==> src/hdl/fru_pkg.sv <==
package fru_pkg;

   // Data path and file geometry
   localparam int DATA_W = 8;
   localparam int ADDR_W = 5;

   // Destination select values
   localparam logic DEST_ACC = 1'b0;
   localparam logic DEST_REG = 1'b1;

   // Constants of the data path
   localparam logic [DATA_W-1:0] DATA_ZERO = 8'h00;
   localparam logic [DATA_W-1:0] DATA_ONE = 8'h01;
   localparam logic [ADDR_W-1:0] ADDR_ZERO = 5'h00;

   // Operation codes
   typedef enum logic [2:0] {
      FRU_OP_COMPLEMENT_REG = 3'b000,
      FRU_OP_DECREMENT_REG = 3'b001,
      FRU_OP_INCREMENT_REG = 3'b010,
      FRU_OP_DECREMENT_SKIP_ZERO = 3'b011,
      FRU_OP_INCREMENT_SKIP_ZERO = 3'b100
   } fru_op_e;

   // Request from the decoder
   typedef struct packed {
      fru_op_e op;
      logic [ADDR_W-1:0] addr;
      logic dest;
      logic [DATA_W-1:0] operand;
   } fru_req_s;

   // Result toward the core
   typedef struct packed {
      logic acc_we;
      logic reg_we;
      logic [ADDR_W-1:0] addr;
      logic [DATA_W-1:0] data;
      logic zero_we;
      logic zero;
      logic skip;
   } fru_res_s;

endpackage

==> src/hdl/fru_unary_ops.sv <==
`timescale 1ns/1ps
// Functional notes
// - Complement inverts every bit of the selected register, writes the destination, updates zero.
// - Destination bit 0 writes the accumulator, 1 writes back into the source register.
// - Decrement subtracts one, writes the destination and updates zero from the result.
// - Increment adds one, writes the destination and updates zero from the sum.
// - Decrement-and-skip subtracts one, writes the destination and leaves all flags alone.
// - A zero decrement-and-skip result discards the fetched instruction, making two cycles.
// - Increment-and-skip adds one, leaves flags alone, and skips on a zero result.
module fru_unary_ops
   import fru_pkg::*;
(
   // Clock and reset
   input wire logic mclk_i,
   input wire logic rst_i,
   // Request from decoder
   input wire logic req_valid_i,
   input wire fru_req_s req_i,
   // Result toward accumulator, file and fetch pipeline
   output fru_res_s res_o
);

   // Operation decode flags
   logic op_complement;
   logic op_decrement;
   logic op_increment;
   logic op_decrement_skip;
   logic op_increment_skip;
   logic op_sets_zero;
   logic op_skips;

   // Operand and candidate results
   logic [DATA_W-1:0] operand;
   logic [DATA_W-1:0] complement_value;
   logic [DATA_W-1:0] decrement_value;
   logic [DATA_W-1:0] increment_value;
   logic [DATA_W-1:0] result_value;
   logic result_is_zero;

   // Result data and target address state
   logic [DATA_W-1:0] data_d;
   logic [DATA_W-1:0] data_q;
   logic [ADDR_W-1:0] addr_d;
   logic [ADDR_W-1:0] addr_q;

   // Destination write enable state
   logic acc_we_d;
   logic acc_we_q;
   logic reg_we_d;
   logic reg_we_q;

   // Zero flag update state
   logic zero_we_d;
   logic zero_we_q;
   logic zero_d;
   logic zero_q;

   // Skip request state
   logic skip_d;
   logic skip_q;

   // One flag per supported operation
   always_comb begin
      op_complement = '0;
      op_decrement = '0;
      op_increment = '0;
      op_decrement_skip = '0;
      op_increment_skip = '0;
      case (req_i.op)
         FRU_OP_COMPLEMENT_REG: begin
            op_complement = '1;
         end
         FRU_OP_DECREMENT_REG: begin
            op_decrement = '1;
         end
         FRU_OP_INCREMENT_REG: begin
            op_increment = '1;
         end
         FRU_OP_DECREMENT_SKIP_ZERO: begin
            op_decrement_skip = '1;
         end
         FRU_OP_INCREMENT_SKIP_ZERO: begin
            op_increment_skip = '1;
         end
         default: begin
            // Unknown codes raise no flag
         end
      endcase
   end

   // Flag-touching and skipping classes
   assign op_sets_zero = op_complement | op_decrement | op_increment;
   assign op_skips = op_decrement_skip | op_increment_skip;

   // Current content of the selected register
   assign operand = req_i.operand;

   // Bitwise inversion, one slice per data bit
   for (genvar bit_idx = 0; bit_idx < DATA_W; bit_idx++) begin : g_invert
      assign complement_value[bit_idx] = ~operand[bit_idx];
   end

   // Carry and borrow dropped, so both wrap modulo 256
   assign decrement_value = operand - DATA_ONE;
   assign increment_value = operand + DATA_ONE;

   // Result select by operation
   always_comb begin
      result_value = DATA_ZERO;
      case (req_i.op)
         FRU_OP_COMPLEMENT_REG: begin
            result_value = complement_value;
         end
         FRU_OP_DECREMENT_REG: begin
            result_value = decrement_value;
         end
         FRU_OP_INCREMENT_REG: begin
            result_value = increment_value;
         end
         FRU_OP_DECREMENT_SKIP_ZERO: begin
            result_value = decrement_value;
         end
         FRU_OP_INCREMENT_SKIP_ZERO: begin
            result_value = increment_value;
         end
         default: begin
            // Unknown codes yield zero data
            result_value = DATA_ZERO;
         end
      endcase
   end

   // Zero detect on the selected result
   assign result_is_zero = (result_value == DATA_ZERO);

   // Next result data and target address
   always_comb begin
      data_d = DATA_ZERO;
      addr_d = ADDR_ZERO;
      if (req_valid_i) begin
         data_d = result_value;
         addr_d = req_i.addr;
      end
   end

   // Result data and address registers
   always_ff @(posedge mclk_i) begin
      if (rst_i) begin
         data_q <= DATA_ZERO;
         addr_q <= ADDR_ZERO;
      end else begin
         data_q <= data_d;
         addr_q <= addr_d;
      end
   end

   // Next destination write enables
   always_comb begin
      acc_we_d = '0;
      reg_we_d = '0;
      if (req_valid_i) begin
         acc_we_d = (req_i.dest == DEST_ACC);
         reg_we_d = (req_i.dest == DEST_REG);
      end
   end

   // Destination write enable registers
   always_ff @(posedge mclk_i) begin
      if (rst_i) begin
         acc_we_q <= '0;
         reg_we_q <= '0;
      end else begin
         acc_we_q <= acc_we_d;
         reg_we_q <= reg_we_d;
      end
   end

   // Next zero flag update, skip operations leave it alone
   always_comb begin
      zero_we_d = '0;
      zero_d = '0;
      if (req_valid_i) begin
         zero_we_d = op_sets_zero;
         zero_d = result_is_zero;
      end
   end

   // Zero flag update registers
   always_ff @(posedge mclk_i) begin
      if (rst_i) begin
         zero_we_q <= '0;
         zero_q <= '0;
      end else begin
         zero_we_q <= zero_we_d;
         zero_q <= zero_d;
      end
   end

   // Next skip request, only a zero result of a skip operation
   always_comb begin
      skip_d = '0;
      if (req_valid_i && op_skips) begin
         skip_d = result_is_zero;
      end
   end

   // Skip request register
   always_ff @(posedge mclk_i) begin
      if (rst_i) begin
         skip_q <= '0;
      end else begin
         skip_q <= skip_d;
      end
   end

   // Output bundle taken straight from the registers
   assign res_o = '{
      acc_we: acc_we_q,
      reg_we: reg_we_q,
      addr: addr_q,
      data: data_q,
      zero_we: zero_we_q,
      zero: zero_q,
      skip: skip_q
   };

endmodule

==> config.mk <==
export PLATFORM = sky130hd
export DESIGN_NAME = fru_unary_ops
export DESIGN_NICKNAME = d
export VERILOG_FILES = /design/src/hdl/fru_pkg.sv /design/src/hdl/fru_unary_ops.sv
export SDC_FILE = /design/constraint.sdc
export NUM_CORES = 1
export LEC_CHECK = 0
export BUFFER_PORTS_ARGS = -buffer_cell sky130_fd_sc_hd__clkbuf_2
export CAP_MARGIN = 25
export CORE_MARGIN = 2
export CORE_UTILIZATION = 40
export CTS_CLUSTER_DIAMETER = 100
export DETAILED_ROUTE_END_ITERATION = 8
export PLACE_DENSITY = 0.63
export SYNTH_ARGS = -nofsm -noshare
export SYNTH_HDL_FRONTEND = slang
export SYNTH_SLANG_ARGS = --single-unit
==> constraint.sdc <==
create_clock -name mclk_i -period 3.9 [get_ports mclk_i]
set_input_delay 0.39 -clock mclk_i [delete_from_list [all_inputs] [get_ports mclk_i]]
set_output_delay 0.39 -clock mclk_i [all_outputs]
set_load 0.01 [all_outputs]
Word level (Yosys, flattened, before mapping)
Index checks and enable logic that the tools add are counted.
Widths: inputs -> output; s select.
{"block": "totals", "regBits": 18, "latchBits": 0, "ram_bits": 0, "romBits": 0, "input_bits": 20, "output_inout_bits": 18, "word_cells": 40, "memories": 0}
{"block": "op_classes", "n_addsub": 2, "mul": 0, "div_mod_pow": 0, "order_cmp": 0, "n_eq_ne": 4, "n_shift": 0, "mux": 6, "bitwise_logic": 14, "n_reduce_logical": 7}
{"cell": "$pmux 8 s3", "n": 1}
{"cell": "$not 1->1", "n": 11}
{"cell": "$add 8x1->8 const B", "n": 1}
{"cell": "$logic_not 8->1", "n": 1}
{"cell": "$reduce_or 2->1", "n": 4}
{"cell": "$sub 8x1->8 const B", "n": 1}
{"cell": "$eq 3x2->1 const B", "n": 2}
{"cell": "$mux 1", "n": 5}
{"cell": "$eq 3x1->1 const B", "n": 1}
{"cell": "$eq 3x3->1 const B", "n": 1}
{"cell": "$logic_not 3->1", "n": 1}
{"cell": "$or 1x1->1", "n": 3}
{"cell": "$logic_and 1x1->1", "n": 1}

Depth between registers and ports, before layout
Gate-level depths: netlist (run 1).
{"block": "depth", "depth_word": 6, "ltp_mapped": 10, "mapped_depth_nobuf": 9}

Least setup slack after synthesis (run 1)
OpenSTA, ideal clock, no wires.
{"block": "synth_path", "kind": "input-to-reg", "from": "input req_i[16] (netlist name)", "to": "register skip_q", "setup_time_ps": 79, "t_arrival_ps": 2807, "required_time_ps": 3821, "slack_ps": 1013, "cell_stages": 10, "path_buffers": 1, "cell_sequence": "clkbuf_1 > xor2_1 > nand2b_1 > fa_1 > a21o_1 > a211oi_1 > o22ai_1 > a2111oi_4 > nand4_2 > a211oi_2"}
{"block": "synth_via", "elab_chain_len": 6, "word_cells_on_any_way": 15, "cone_classes": "eq/ne: 4; mux: 3; bitwise: 2; reduce/logical: 6"}
{"element": "start, declared", "line_no": "fru_unary_ops.sv:18", "rtl": "input wire fru_req_s req_i,"}
{"element": "parallel branches: the longest is 6 deep, another holds $pmux 8 s3"}
{"element": "end signal, assigned", "line_no": "fru_unary_ops.sv:212", "rtl": "skip_q <= skip_d;"}
{"element": "end, declared", "line_no": "fru_unary_ops.sv:60", "rtl": "logic skip_q;"}
Parallel ways; which one is timed is not known.
A chain may end at the register's enable or synchronous reset.

Worst setup path after layout (run 1)
Ends and elaborated chain as after synthesis.

==> run metrics, run 1 <==
status finished clean; endpoints failing setup 0; crit-path cells clkbuf_2 > xor2_1 > nand2b_1 > fa_1 > a21o_1 > a211oi_1 > o22ai_1 > a2111oi_4 > nand4_2 > a211oi_2; clock buffer depth 2; slowest CP cell fa_1; Worst path max stage delay between 0.4 and 0.5 ns; vias post-DR between 900 and 1k; clk root buf clkbuf_4; Synth Area in Adders around 8.4%; Yosys top cell by area dfxtp_1; final WL around 2400 µm; Clk pin slew, worst setup/hold paths 0.11 ns; clock period minus worst slack 2.83 ns; mux share of post-synthesis cell area ~1.8%; fin nets 179; Filler cells between 200 and 300; initial antenna violation count 0; library cells used by synthesis 45; die height 57.1 µm; DIE AREA 3270 µm²; Final period util roughly 73%; leakage around 0.59 nW; DRT iter0 DRCs 10; Synth Area per Inst roughly 9.4 µm²; Post-synth ARST share 0%; Ys Warns 0; Hold EP acc_we_q; Max Slew Vio Count 0; maximum vdd ir drop ~0.27 mV; global route total overflow 0; Initial Util a little over two fifths; clock network power share 25.4%; Final GP Congestion 0.856; DP HPWL 1880 µm; Reg power frac 43.6%; crit start category input port; IO Count 38; hold path start req_i[8]; layout cell share with drive strength beyond 1 between 30% and 40%; CTS tree yes; Post-CTS Resized 0; final non-filler cell total between 150 and 200; first-pass GRT wire length 3950 µm; Gate Count Post-Synth 120; largest net degree at the start of global routing 18; xor/xnor share of the synthesized area 3.10%; CP Class input port to flip-flop; synthesis-to-layout area growth 17.4%; drt wl/cell between 10 and 15 µm; Post-CTS Repair Setup Buffers 0; share of the synthesized area in the top cell type a little under a third; vias in the first global route 945; number of flops mapped to enable cells by yosys 0; top post-synthesis cells by area dfxtp_1 (32%), ha_1 (6.6%), and2_1 (4.4%); Critical Path RT around 4.1 ns; placed cell count 178; Rel. slew slack roughly 67%; most frequent cell after synthesis dfxtp_1; Post-DP Area around 1300 µm²; Core Area roughly 2700 µm²; Sink Count 18; Initial DRT Pass Iterations 4; Post-Syn Area approximately 1100 µm²; hold depth 2; CP top delay family compound AO/OA/AOI/OAI gates; top achievable clock speed roughly 350 MHz; Final ANT Viol Nets 0; CP arrival 3.06 ns; DRC 0; Int Power ~310 µW; final hold vios 0; Worst-Margin Slew 0.496 ns; I/O Buffers 37; MaxCap Viol Count 0; Total GRT Usage about 15%; Synth Register Bits 18; net switching power between 100 and 150 µW; Min-Delay Path Class input port to flip-flop; final core utilization 48.9%; Power Density approximately 330 nW/µm²; endpoint class of the critical path flip-flop; vias per cell about 5.5; Sw Ratio 30.8%; Critical Path Fanout Max 17; Compound-Gate Fraction of Synth Area around a quarter; setup_tns 0 ns; Die Span X around 57 µm; num rows 19; RSZ-0062 raised after global routing false; CTS Hold Bufs 0; cell area after layout between 1000 and 1500 µm²; Main synth FF type dfxtp_1; post-synthesis simple-gate area fraction 23.4%; commonest cells in the netlist dfxtp_1 (18), nor2_1 (10), and2_1 (8), ha_1 (6); sequential area share after synthesis between 30% and 40%; Comb pwr share between 30% and 40%; H-Tree Depth 1; antenna cells 0; Crit path buffers/inverters 1; CTS buffer count 3; largest family of logic cells by synthesized area compound AO/OA/AOI/OAI gates; post-synth net total 147
==> metrics by stage <==
| step | hold WS, ns | setup WS [ns] | power [mW] |
|---|---|---|---|
| final | 0.262 | 1.07 | 0.444 |
| after global routing | 0.239 | 0.884 | 0.474 |
| after CTS | 0.250 | 1.08 | 0.448 |
| after detailed placement | 0.565 | 0.765 | 0.335 |
| after global placement | 0.560 | 0.823 | 0.334 |
| after floorplan | 0.462 | 1.01 | 0.301 |
==> layout make-up <==
cell class	instances	area, µm²	share of cell area [%]
well taps	31	38.8	2.92
repair buffers	37	185	14.0
clock buffers	4	36.3	2.74
multi-input cells	90	698	52.6
inverters	2	7.51	0.566
flip-flops and latches	18	360	27.2
==> state kept, by name (all words and copies together), names as in the netlist <==
name / count
acc_we_q: 1
skip_q: 1
data_q: 8
reg_we_q: 1
addr_q: 5
zero_q: 1
zero_we_q: 1
==> cell families after synthesis <==
kind of cell | after synthesis
and+or+nand+nor | 46
AOI/OAI and AO/OA | 31
DFF | 18
buffers and inverters | 12
adders and majority gates | 7
xor gates and xnor gates | 4
muxes | 2
==> per-layer routing <==
metal,share of wire (%),up-vias,track usage [%]
li1,-,498,-
met1,41,460,16.3
met2,53,30,28.1
met3,5.5,4,5.22
met4,0.98,0,5.32
met5,0,-,0
==> power groups by stage <==
stage | Combinational [mW] | Sequential [mW] | Clock (mW)
after floorplan | 0.0995 | 0.202 | 0
after global placement | 0.136 | 0.198 | 0
after detailed placement | 0.137 | 0.198 | 0
after CTS | 0.138 | 0.194 | 0.117
after global routing | 0.152 | 0.194 | 0.127
final | 0.138 | 0.194 | 0.113
==> how the worst max path moves through the flow <==
stage / cells past startpoint / start / endpoint / slack, ns
CTS: 10 / req_i[16] / skip_q / 1.08
global route: 10 / req_i[16] / skip_q / 0.88
floorplan: 10 / req_i[16] / skip_q / 1.01
finish: 10 / req_i[16] / skip_q / 1.07
detailed placement: 10 / req_i[16] / skip_q / 0.77
global placement: 10 / req_i[16] / skip_q / 0.82
==> layout by cell type, fill, tap and decap left out, types with 2 or more instances in the layout <==
cell type | synthesis | layout
a21oi_1 | 5 | 5
xor2_1 | 2 | 2
nor2_1 | 10 | 10
nand3_1 | 3 | 3
o31a_1 | 2 | 2
clkbuf_4 | 0 | 3
or3_1 | 2 | 2
dfxtp_1 | 18 | 18
ha_1 | 6 | 6
xnor2_1 | 2 | 2
nor3b_1 | 2 | 2
nand2b_1 | 2 | 2
a21o_1 | 2 | 2
and2_1 | 8 | 8
nand2_1 | 4 | 4
nor3_1 | 4 | 4
mux2i_1 | 2 | 2
o21ai_0 | 3 | 3
a211oi_1 | 3 | 3
or2_1 | 2 | 2
clkbuf_2 | 0 | 37
a211oi_2 | 2 | 2
inv_1 | 2 | 2
and3_1 | 4 | 4
No activity file was read; power rests on OpenSTA's default activity.
==> run 2, diff against run 1 <==
- clock period: 3.9 -> 2.9 ns (I/O delays scaled with it)
==> run metrics, run 2 (same netlist as run 1, synthesis figures left out) <==
status finished clean; Max Slew Vio Count 0; clk root buf clkbuf_4; initial antenna violation count 0; largest net degree at the start of global routing 17; layout cell share with drive strength beyond 1 35.3%; DP HPWL 2110 µm; endpoint class of the critical path flip-flop; maximum vdd ir drop ~0.30 mV; DIE AREA roughly 3300 µm²; Power Density between 400 and 500 nW/µm²; num rows 19; drt wl/cell approximately 14 µm; clock buffer depth 2; Critical Path RT 3.13 ns; placed cell count approximately 180; Total GRT Usage between 10% and 20%; Worst-Margin Slew roughly 0.48 ns; CTS buffer count 3; pre-CTS setup slack ~0.22 ns; Top Registers data_q: 8 flops, addr_q: 5 flops; Die Span X approximately 57 µm; final WL 2570 µm; leakage 0.611 nW; synthesis-to-layout area growth 20.7%; fin nets between 150 and 200; Final period util between 80% and 90%; top achievable clock speed between 400 and 500 MHz; clock period minus worst slack between 2 and 2.5 ns; Rel. slew slack around two thirds; final non-filler cell total 187; DRT iter0 DRCs 12; final hold vios 0; Final ANT Viol Nets 0; CTS Hold Bufs 0; I/O Buffers 37; CP arrival ~2.6 ns; Post-CTS Resized 0; Clk pin slew, worst setup/hold paths 0.10 ns; vias per cell between 5 and 6; setup_tns 0 ns; Top reg by flops data_q; endpoints failing setup 0; Sink Count 18; Post-DP Area 1330 µm²; fin worst setup slack 0.532 ns; DRC 0; vias in the first global route 999; Filler cells between 200 and 300; Initial DRT Pass Iterations 4; H-Tree Depth 1; CP Class input port to flip-flop; Initial Util a little over two fifths; MaxCap Viol Count 0; Post-CTS Repair Setup Buffers 0; Core Area approximately 2700 µm²; Final GP Congestion 0.831; CTS tree yes; cell area after layout approximately 1400 µm²; crit start category input port; antenna cells 0; final core utilization roughly half; die height ~57 µm; RSZ-0062 raised after global routing false; Critical Path Fanout Max 3; most frequent cells in the layout clkbuf_2 (37), dfxtp_1 (18), nor2_1 (10), and2_1 (8), ha_1 (6); vias post-DR between 1k and 1.5k; global route total overflow 0; max reg flops 8; first-pass GRT wire length 4260 µm; IO Count 38; Min-Delay Path Class input port to flip-flop; most common cell after layout, fill and taps aside clkbuf_2
## run 2: worst paths after layout
path | from | slack, ns | depth (start not counted) | endpoint
worst min-delay path | req_i[8] | 0.15 | 2 | acc_we_q
worst max-delay path | req_i[16] | 0.53 | 10 | skip_q
## run 2: final cells by class
| cell class | count | area (µm²) | area share, % |
|---|---|---|---|
| Multi-Input combinational cell | 90 | 698 | 51.2 |
| Sequential cell | 18 | 360 | 26.4 |
| Timing Repair Buffer | 42 | 223 | 16.3 |
| Tap cell | 31 | 38.8 | 2.84 |
| Clock buffer | 4 | 36.3 | 2.66 |
| Inverter | 2 | 7.51 | 0.550 |
## run 2: critical path, stage by stage
cell       delay [ns]
clkbuf_2         0.11
xor2_1           0.15
nand2b_1         0.12
fa_1             0.44
a21o_1           0.20
a211oi_1         0.38
o22ai_1          0.20
a2111oi_4        0.38
nand4_2          0.13
a211oi_2         0.20
## run 2: per-stage QoR
stage	hold WS (ns)	power [mW]
after floorplan	0.362	0.405
after global placement	0.461	0.456
after detailed placement	0.470	0.462
after CTS	0.139	0.618
after global routing	0.145	0.649
final	0.147	0.611
## run 2: report_power, final
group / internal, mW / switching, mW / leakage [nW]
Clock: 0.0767 / 0.0792 / 0.0210
Combinational: 0.0855 / 0.109 / 0.443
Sequential: 0.258 / 0.00285 / 0.147
Total: 0.420 / 0.191 / 0.611
## run 2: layer usage
layer	track usage, %	vias to the layer above	wire, µm
li1	-	512	-
met1	17.7	486	1020
met2	32.2	29	1390
met3	3.63	4	117
met4	4.98	0	38
met5	0	-	0
